==> src/vlc_pkg.sv <==
package vlc_pkg;

	// ----------------------------------------------------------------
	// Register map
	// ----------------------------------------------------------------
	localparam int         ADDR_W          = 2;
	localparam int         DATA_W          = 8;
	localparam logic [1:0] ADDR_CTRL_ONE   = 2'h0;
	localparam logic [1:0] ADDR_CTRL_TWO   = 2'h1;
	localparam logic [1:0] ADDR_STATE_VEC  = 2'h2;
	localparam logic [1:0] ADDR_LINK_DATA  = 2'h3;

	// link_control_one fields
	localparam int C1_IGNORE     = 7;
	localparam int C1_TIMEBASE   = 6;
	localparam int C1_RATE_HI    = 3;
	localparam int C1_RATE_LO    = 2;
	localparam int C1_IRQ_GATE   = 1;
	localparam int C1_WAIT_CLOCK = 0;

	// link_control_two fields
	localparam int C2_ANALOG_LOOP  = 7;
	localparam int C2_DIGITAL_LOOP = 6;
	localparam int C2_FAST_RX      = 5;
	localparam int C2_NORM_FORMAT  = 4;
	localparam int C2_EOD_REQ      = 3;

	// Reset values
	localparam logic [7:0] CTRL_ONE_RESET = 8'h00;
	localparam logic [7:0] CTRL_TWO_RESET = 8'h00;

	// ----------------------------------------------------------------
	// State vector codes
	// ----------------------------------------------------------------
	localparam logic [7:0] SV_NONE     = 8'h00;
	localparam logic [7:0] SV_TX_EMPTY = 8'h08;
	localparam logic [7:0] SV_BREAK    = 8'h1C;
	localparam logic [7:0] SV_WAKEUP   = 8'h20;

	// ----------------------------------------------------------------
	// Link timebase and idle times
	// ----------------------------------------------------------------
	localparam longint TICK_HZ_INT = 1000000;
	localparam longint TICK_HZ_BIN = 1048576;
	localparam longint EOF_US      = 280;
	localparam longint IFS_US      = 300;
	localparam int     IDLE_W      = 10;

	// Least times round up to whole link ticks
	localparam logic [IDLE_W-1:0] EOF_TICKS_INT =
		IDLE_W'((EOF_US * TICK_HZ_INT + 999999) / 1000000);
	localparam logic [IDLE_W-1:0] EOF_TICKS_BIN =
		IDLE_W'((EOF_US * TICK_HZ_BIN + 999999) / 1000000);
	localparam logic [IDLE_W-1:0] IFS_TICKS_INT =
		IDLE_W'((IFS_US * TICK_HZ_INT + 999999) / 1000000);
	localparam logic [IDLE_W-1:0] IFS_TICKS_BIN =
		IDLE_W'((IFS_US * TICK_HZ_BIN + 999999) / 1000000);

endpackage : vlc_pkg

==> src/vlc_rate_div.sv <==
`timescale 1ns/1ps
`default_nettype none

module vlc_rate_div
	import vlc_pkg::*;
(
	input  wire logic       clk,
	input  wire logic       rst_n,
	input  wire logic [1:0] rate,
	input  wire logic       run,
	output var  logic       tick
);

	typedef struct packed {
		logic [2:0] cnt;
		logic       tick;
	} vlc_div_t;

	vlc_div_t st;
	vlc_div_t next_st;
	logic [2:0] last;

	// ----------------------------------------------------------------
	// Divide by 1, 2, 4 or 8
	// ----------------------------------------------------------------
	always_comb begin
		next_st = st;
		last = 3'((4'h1 << rate) - 4'h1);
		next_st.tick = 1'b0;
		if (run) begin
			if (st.cnt >= last) begin
				next_st.cnt = 3'h0;
				next_st.tick = 1'b1;
			end else begin
				next_st.cnt = st.cnt + 3'h1;
			end
		end
	end

	always_ff @(posedge clk or negedge rst_n) begin
		if (!rst_n) begin
			st <= '0;
		end else begin
			st <= next_st;
		end
	end

	assign tick = st.tick;

endmodule : vlc_rate_div

`default_nettype wire

==> src/vlc_regs.sv <==
// Added by the designer: the strobed register port and the address map.
`timescale 1ns/1ps
`default_nettype none

module vlc_regs
	import vlc_pkg::*;
(
	input  wire logic              clk,
	input  wire logic              rstn,
	// Register port
	input  wire logic [ADDR_W-1:0] addr,
	input  wire logic [DATA_W-1:0] wdata,
	input  wire logic              wr,
	input  wire logic              rd,
	output var  logic [DATA_W-1:0] rdata,
	// CPU state and interrupt
	input  wire logic              cpu_wait,
	output var  logic              irq,
	// Transceiver side
	input  wire logic              digital_rx_in,
	output var  logic              digital_tx_out,
	output var  logic              bus_drive_en,
	output var  logic              analog_loop_out,
	// Protocol engine side
	input  wire logic              engine_tx_bit,
	input  wire logic              sof_seen,
	input  wire logic              break_seen,
	input  wire logic              eod_valid_seen,
	input  wire logic              crc_first_bit,
	input  wire logic              link_error,
	input  wire logic              ifr_active,
	input  wire logic              ifr_with_crc,
	input  wire logic              tx_empty_evt,
	input  wire logic              sv_evt,
	input  wire logic [7:0]        sv_evt_code,
	output var  logic              engine_rx_bit,
	output var  logic              engine_reset,
	output var  logic              link_tick,
	output var  logic              timebase_select,
	output var  logic              rx_enable,
	output var  logic              tx_enable,
	output var  logic              fast_rx_mode,
	output var  logic              norm_bit,
	output var  logic              eod_req,
	output var  logic [7:0]        tx_byte,
	output var  logic              tx_byte_load
);

	// ----------------------------------------------------------------
	// Reset release
	// ----------------------------------------------------------------
	logic [1:0] rst_sync;
	logic       rst_n;

	always_ff @(posedge clk or negedge rstn) begin
		if (!rstn) begin
			rst_sync <= 2'b00;
		end else begin
			rst_sync <= {rst_sync[0], 1'b1};
		end
	end

	assign rst_n = rst_sync[1];

	// ----------------------------------------------------------------
	// State
	// ----------------------------------------------------------------
	typedef struct packed {
		logic              bus_s1;
		logic              bus_s2;
		logic              bus_prev;
		logic              ignore;
		logic              timebase;
		logic [1:0]        rate;
		logic              rate_locked;
		logic              irq_gate;
		logic              wait_clock;
		logic              analog_loop_control;
		logic              digital_loop_control;
		logic              fast_rx;
		logic              norm_bit_format;
		logic              end_of_data_request;
		logic              tx_empty;
		logic [7:0]        sv;
		logic [IDLE_W-1:0] idle_cnt;
		logic              rx_allow;
		logic              tx_allow;
		logic [7:0]        rdata;
		logic              irq;
		logic              eng_rst;
		logic              link_run;
		logic              rx_en;
		logic              tx_en;
		logic              norm_bit;
		logic              rx_bit;
		logic              drive_en;
		logic              tx_out;
		logic [7:0]        tx_byte;
		logic              tx_load;
	} vlc_state_t;

	vlc_state_t st;
	vlc_state_t next_st;
	logic       tick;

	vlc_rate_div u_div (
		.clk   (clk),
		.rst_n (rst_n),
		.rate  (st.rate),
		.run   (st.link_run),
		.tick  (tick)
	);

	// ----------------------------------------------------------------
	// Elaboration checks
	// ----------------------------------------------------------------
	localparam longint IFS_TICKS_MAX = (IFS_US * TICK_HZ_BIN + 999999) / 1000000;
	localparam longint IDLE_SAT      = (longint'(1) << IDLE_W) - 1;

	// Idle counter saturates at all ones; a least time must stay below that
	if (IFS_TICKS_MAX >= IDLE_SAT) begin : g_idle_chk
		$error("idle counter too narrow for the least idle times");
	end

	// ----------------------------------------------------------------
	// Next state
	// ----------------------------------------------------------------
	logic              wr_c1;
	logic              wr_c2;
	logic              loop_on;
	logic              loop_clear;
	logic              bus_edge;
	logic              pending;
	logic [IDLE_W-1:0] eof_ticks;
	logic [IDLE_W-1:0] ifs_ticks;
	logic [7:0]        sv_view;

	always_comb begin
		next_st = st;
		wr_c1 = wr && (addr == ADDR_CTRL_ONE);
		wr_c2 = wr && (addr == ADDR_CTRL_TWO);
		next_st.bus_s1 = digital_rx_in;
		next_st.bus_s2 = st.bus_s1;
		next_st.bus_prev = st.bus_s2;
		bus_edge = st.bus_s2 != st.bus_prev;
		next_st.eng_rst = 1'b0;
		next_st.tx_load = 1'b0;

		// Control one
		if (wr_c1) begin
			next_st.ignore = wdata[C1_IGNORE];
			next_st.timebase = wdata[C1_TIMEBASE];
			next_st.irq_gate = wdata[C1_IRQ_GATE];
			next_st.wait_clock = wdata[C1_WAIT_CLOCK];
			if (!st.rate_locked) begin
				next_st.rate = {wdata[C1_RATE_HI], wdata[C1_RATE_LO]};
				next_st.rate_locked = 1'b1;
			end
		end
		// Hardware clear wins over a simultaneous write of the flag
		if (sof_seen || break_seen) begin
			next_st.ignore = 1'b0;
		end

		// Control two
		if (wr_c2) begin
			next_st.analog_loop_control = wdata[C2_ANALOG_LOOP];
			next_st.digital_loop_control = wdata[C2_DIGITAL_LOOP];
			next_st.fast_rx = wdata[C2_FAST_RX];
			next_st.norm_bit_format = wdata[C2_NORM_FORMAT];
			if (wdata[C2_EOD_REQ]) begin
				next_st.end_of_data_request = 1'b1;
				next_st.tx_empty = 1'b0;
			end
			if (wdata[C2_ANALOG_LOOP] && !st.analog_loop_control) begin
				next_st.eng_rst = 1'b1;
			end
		end
		if (break_seen) begin
			next_st.fast_rx = 1'b0;
		end
		if (st.end_of_data_request && !(wr_c2 && wdata[C2_EOD_REQ])) begin
			if (link_error) begin
				next_st.end_of_data_request = 1'b0;
			end else if (ifr_active ? eod_valid_seen : crc_first_bit) begin
				next_st.end_of_data_request = 1'b0;
			end
		end

		// Link data
		if (wr && addr == ADDR_LINK_DATA) begin
			next_st.tx_byte = wdata;
			next_st.tx_load = 1'b1;
			next_st.tx_empty = 1'b0;
		end

		// Status: events beat a clear by read in the same cycle
		if (rd && addr == ADDR_STATE_VEC) begin
			next_st.sv = SV_NONE;
		end
		if (tx_empty_evt) begin
			next_st.tx_empty = 1'b1;
		end
		if (sv_evt && sv_evt_code > next_st.sv) begin
			next_st.sv = sv_evt_code;
		end
		if (break_seen && SV_BREAK > next_st.sv) begin
			next_st.sv = SV_BREAK;
		end
		if (bus_edge && !st.link_run && !st.digital_loop_control) begin
			next_st.sv = SV_WAKEUP;
		end
		if (st.ignore && next_st.ignore) begin
			next_st.tx_empty = 1'b0;
			if (next_st.sv != SV_WAKEUP) begin
				next_st.sv = SV_NONE;
			end
		end

		// Idle qualification after loopback
		loop_on = st.analog_loop_control || st.digital_loop_control;
		loop_clear = (st.analog_loop_control && !next_st.analog_loop_control) || (st.digital_loop_control && !next_st.digital_loop_control);
		eof_ticks = st.timebase ? EOF_TICKS_BIN : EOF_TICKS_INT;
		ifs_ticks = st.timebase ? IFS_TICKS_BIN : IFS_TICKS_INT;
		if (loop_on || loop_clear || st.bus_s2) begin
			next_st.idle_cnt = '0;
		end else if (tick && st.idle_cnt != '1) begin
			next_st.idle_cnt = st.idle_cnt + 1'b1;
		end
		if (loop_on || loop_clear) begin
			next_st.rx_allow = 1'b0;
			next_st.tx_allow = 1'b0;
		end else begin
			if (st.idle_cnt >= eof_ticks) begin
				next_st.rx_allow = 1'b1;
			end
			if (st.idle_cnt >= ifs_ticks) begin
				next_st.tx_allow = 1'b1;
			end
		end

		// Engine controls
		next_st.link_run = !(cpu_wait && st.wait_clock);
		next_st.rx_en = !next_st.ignore && (next_st.rx_allow || next_st.digital_loop_control);
		next_st.tx_en = !next_st.fast_rx && (next_st.tx_allow || next_st.digital_loop_control);
		next_st.norm_bit = ifr_with_crc ^ st.norm_bit_format;
		next_st.rx_bit = st.digital_loop_control ? engine_tx_bit : st.bus_s2;
		next_st.drive_en = !st.analog_loop_control && !st.digital_loop_control;
		// Analog loop keeps feeding the transceiver's loop path;
		// digital loop takes the pin off the line altogether
		next_st.tx_out = !st.digital_loop_control && engine_tx_bit;

		// Interrupt
		pending = (st.sv != SV_NONE) || st.tx_empty;
		next_st.irq = (st.sv == SV_WAKEUP)
			|| (st.irq_gate && pending && !st.ignore);

		// Read data
		sv_view = (st.sv == SV_NONE && st.tx_empty) ? SV_TX_EMPTY : st.sv;
		next_st.rdata = 8'h00;
		if (rd) begin
			unique case (addr)
				ADDR_CTRL_ONE: begin
					next_st.rdata[C1_IGNORE] = st.ignore;
					next_st.rdata[C1_TIMEBASE] = st.timebase;
					next_st.rdata[C1_RATE_HI] = st.rate[1];
					next_st.rdata[C1_RATE_LO] = st.rate[0];
					next_st.rdata[C1_IRQ_GATE] = st.irq_gate;
					next_st.rdata[C1_WAIT_CLOCK] = st.wait_clock;
				end
				ADDR_CTRL_TWO: begin
					next_st.rdata[C2_ANALOG_LOOP] = st.analog_loop_control;
					next_st.rdata[C2_DIGITAL_LOOP] = st.digital_loop_control;
					next_st.rdata[C2_FAST_RX] = st.fast_rx;
					next_st.rdata[C2_NORM_FORMAT] = st.norm_bit_format;
					next_st.rdata[C2_EOD_REQ] = st.end_of_data_request;
				end
				ADDR_STATE_VEC: begin
					next_st.rdata = sv_view;
				end
				ADDR_LINK_DATA: begin
					next_st.rdata = st.tx_byte;
				end
			endcase
		end
	end

	// ----------------------------------------------------------------
	// Registers
	// ----------------------------------------------------------------
	always_ff @(posedge clk or negedge rst_n) begin
		if (!rst_n) begin
			st <= '0;
		end else begin
			st <= next_st;
		end
	end

	// ----------------------------------------------------------------
	// Outputs
	// ----------------------------------------------------------------
	assign rdata           = st.rdata;
	assign irq             = st.irq;
	assign digital_tx_out  = st.tx_out;
	assign bus_drive_en    = st.drive_en;
	assign analog_loop_out = st.analog_loop_control;
	assign engine_rx_bit   = st.rx_bit;
	assign engine_reset    = st.eng_rst;
	assign link_tick       = tick;
	assign timebase_select = st.timebase;
	assign rx_enable       = st.rx_en;
	assign tx_enable       = st.tx_en;
	assign fast_rx_mode    = st.fast_rx;
	assign norm_bit        = st.norm_bit;
	assign eod_req         = st.end_of_data_request;
	assign tx_byte         = st.tx_byte;
	assign tx_byte_load    = st.tx_load;

endmodule : vlc_regs

`default_nettype wire

==> config.mk <==
export PLATFORM = sky130hd
export DESIGN_NAME = vlc_regs
export DESIGN_NICKNAME = d
export VERILOG_FILES = /design/src/vlc_pkg.sv /design/src/vlc_rate_div.sv /design/src/vlc_regs.sv
export SDC_FILE = /design/constraint.sdc
export NUM_CORES = 1
export LEC_CHECK = 0
export BUFFER_PORTS_ARGS = -buffer_cell sky130_fd_sc_hd__buf_2
export CELL_PAD_IN_SITES_DETAIL_PLACEMENT = 0
export CELL_PAD_IN_SITES_GLOBAL_PLACEMENT = 1
export CORE_AREA = 3 3 100 102
export CTS_CLUSTER_SIZE = 20
export DETAILED_ROUTE_END_ITERATION = 8
export DIE_AREA = 0 0 103 105
export GPL_TIMING_DRIVEN = 0
export PLACE_DENSITY_LB_ADDON = 0.1
export SLEW_MARGIN = 20
export SYNTH_ARGS = -nofsm -noshare
export SYNTH_HDL_FRONTEND = slang
export SYNTH_SLANG_ARGS = --single-unit
==> constraint.sdc <==
create_clock -name clk -period 2.6 [get_ports clk]
set_input_delay 0.52 -clock clk [delete_from_list [all_inputs] [get_ports clk]]
set_output_delay 0.52 -clock clk [all_outputs]
set_load 0.005 [all_outputs]
==> metrics.txt <==
post-layout minimum cycle time=2.45 ns; Fin. Hold Viols=0; Final Skew=~0.01 ns; Crit path required time=~2.8 ns; number of flops mapped to enable cells by yosys=0; area leader, netlist=dfrtp_1; Final setup viols=0; Fmax=approximately 410 MHz; critical path endpoint category=flop; TritonCTS clock tree=yes; final period utilization=between 90% and 100%; Synthesized Nets=roughly 410; Residual DRC=0; Worst-Skew Late Latency=0.35 ns; die area=0.0108 mm²; R2R Path Start=st[44]$_DFF_PN0_; initial core utilization=39.8%; CP startpoint kind=input pin; Diodes inserted=0; sequential area share after synthesis=a little under half; Worst slew margin=47.3%; Pins Over Slew Limit=0; wire per inst=about 16 µm; DRT iter0 DRCs=~100; Overflow after GRT=0; post-synthesis cell area=0.00366 mm²; Clock Tree Root=clkbuf_8; smallest hold slack=~0.24 ns; DR pass1 iterations=4; first-pass GRT wire length=approximately 14000 µm; synth top area cells=dfrtp_1 (46%), ha_1 (7.5%), mux2_2 (4.3%); Via Count=2858; Max clock buf depth=2; CTS Sinks=68; RSZ-0062 raised after global routing=false; initial antenna violation count=0; overall routing resource usage=around 17%; Slew @ Worst Pin=around 0.78 ns; final layout net count=approximately 480; vias in the first global route=about 2900; layout cells sized above 1=about a third; crit path max fanout=10; kind of critical path=in -> reg; Area Growth Syn to Fin=21.1%; final WL=8760 µm; largest net degree at the start of global routing=44; antenna-violating nets left=0; HPWL Detailed=just under 7000 µm; worst reg2reg setup slack=0.56 ns; Max Cap Viol=0; register area=approximately 0.0017 mm²; Critical Path AT=2.68 ns; area of the multi-input gates=0.00179 mm²; setup TNS=0 ns; R2R Path End=st[40]$_DFF_PN0_; Die W=103 µm; PD cells=786 mW/mm²; H-tree levels=3; Fill cells=890; total core area=0.00920 mm²; clk slew on worst S/H paths=roughly 0.08 ns; Static Leak=2.10 nW; Synth async-reset ratio=100%; synthesized flop and latch total=between 60 and 70; Synth Area per Inst=approximately 10 µm²; via/cell ratio=approximately 5.3; DIE HEIGHT=105 µm; post-synth cell types=61; number of standard cells after synthesis=349; CTS buffer count=9; input/output buffers=60; Peak VDD IR=around 310 µV; Yosys warning count=0; share of the synthesized area in the top cell type=46.4%; reg2reg path depth=7; RePlAce Congestion=0.802; row cnt=35; crit path launch=addr[1]; status=complete, no violations; hold crit path type=reg -> async; final core occ=48.2%; # IOs=64; Top FF cell, synth=dfrtp_1
critical path, stage by stage:
cell	delay (ns)
clkbuf_4	0.20
buf_4	0.21
nand3b_1	0.21
buf_4	0.22
nand2_1	0.10
ha_1	0.23
and2_1	0.16
nand4_1	0.18
o311a_4	0.28
nand2_1	0.10
a311oi_1	0.28
sequential cells by signal, summed over array words and instances, names as in the netlist, 2 cells and up, named ones only:
name,count
rdata,8
u_div.st,3
next_st,2
rst_sync,2
tx_byte,8
st,31
synthesized netlist by cell type (2+ instances only):
cell / count
nor2b_1: 10
nand2b_1: 4
or3_1: 2
clkbuf_1: 2
mux4_2: 3
or2_1: 2
inv_2: 2
dfrtp_1: 68
a21oi_1: 10
nand3_1: 10
a21o_1: 2
nor4_1: 6
nand4_1: 7
mux2i_1: 4
mux2_2: 14
and3_1: 2
inv_1: 14
and4_1: 2
buf_2: 4
nor3b_1: 2
and2_1: 5
xnor2_1: 2
xor2_1: 5
a211oi_1: 5
nand2_1: 36
buf_4: 17
o31ai_1: 2
ha_1: 22
a22oi_1: 5
or3b_1: 2
o21ai_0: 15
nand3b_1: 3
nor3_1: 7
nor2_1: 19
a31oi_1: 4
a311oi_1: 2
o21ai_1: 4
layer usage:
| layer | vias up | track usage [%] | wire length (µm) |
|---|---|---|---|
| li1 | 1404 | - | - |
| met1 | 1374 | 23.5 | 4080 |
| met2 | 67 | 26.6 | 4210 |
| met3 | 13 | 3.14 | 339 |
| met4 | 0 | 6.29 | 134 |
| met5 | - | 0 | 0 |
stage by stage:
step | instance area, µm² | worst slack, ns | power, mW | cells
finish | 4440 | 0.155 | 3.49 | 541
detailed placement | 4130 | -0.569 | 2.47 | 521
CTS | 4400 | 0.0548 | 3.48 | 539
floorplan | 3660 | 0.00311 | 2.11 | 349
global route | 4440 | 0.0127 | 3.72 | 541
global placement | 4100 | -0.541 | 2.44 | 520
cell type report:
type,instances,share of cell area [%]
tap,111,3.13
clock inverter,7,2.20
multi-input combinational,242,40.3
inverter,16,1.35
timing repair buffer,65,8.12
sequential,68,38.4
clock buffer,9,2.79
buffer,23,3.64
layout by cell type (no fill, tap or decap), types with 5 or more instances in the layout:
cell,synthesis,layout
a21oi_1,10,10
a22oi_1,5,5
and2_1,5,5
buf_2,4,62
buf_4,17,21
clkbuf_8,0,9
dfrtp_1,68,67
ha_1,22,22
inv_1,14,14
mux2_2,14,14
nand2_1,36,35
nand3_1,10,10
nand4_1,7,7
nor2_1,19,18
nor2b_1,10,10
nor3_1,7,7
nor4_1,6,6
o21ai_0,15,14
o21ai_1,4,5
xor2_1,5,5
worst max path at each step:
stage / to / cells past startpoint
after floorplan: st[40]$_DFF_PN0_ / 10
after global placement: st[45]$_DFF_PN0_ / 10
after detailed placement: st[44]$_DFF_PN0_ / 10
after CTS: st[40]$_DFF_PN0_ / 11
after global routing: st[40]$_DFF_PN0_ / 11
final: st[40]$_DFF_PN0_ / 11
logic make-up after synthesis:
| group | count (synthesis) | synth area share (%) |
|---|---|---|
| flops | 68 | 46.4 |
| other cells | 1 | 0.102 |
| fa+ha+maj | 22 | 7.51 |
| mux | 22 | 7.55 |
| buf+inv | 39 | 5.87 |
| simple gates | 130 | 19.8 |
| compound gates | 60 | 11.0 |
| xor+xnor | 7 | 1.67 |
where the power goes:
| group | switching, mW | total, mW | internal [mW] | leakage [nW] |
|---|---|---|---|---|
| sequential | 0.186 | 1.43 | 1.25 | 0.855 |
| combinational | 0.541 | 1.07 | 0.532 | 1.14 |
| clock | 0.437 | 0.982 | 0.545 | 0.106 |
| total | 1.16 | 3.49 | 2.32 | 2.10 |
what timing repair did:
action                                  in CTS  in global routing
resized for setup                            3                 10
buffers inserted                             1                  2
cloned                                       0                  0
hold buffers                                 1                  0
hold endpoints to repair                     2                  0
endpoints found under the setup margin       8                  8
pin swaps                                    0                  2
No activity file was read; power rests on OpenSTA's default activity.
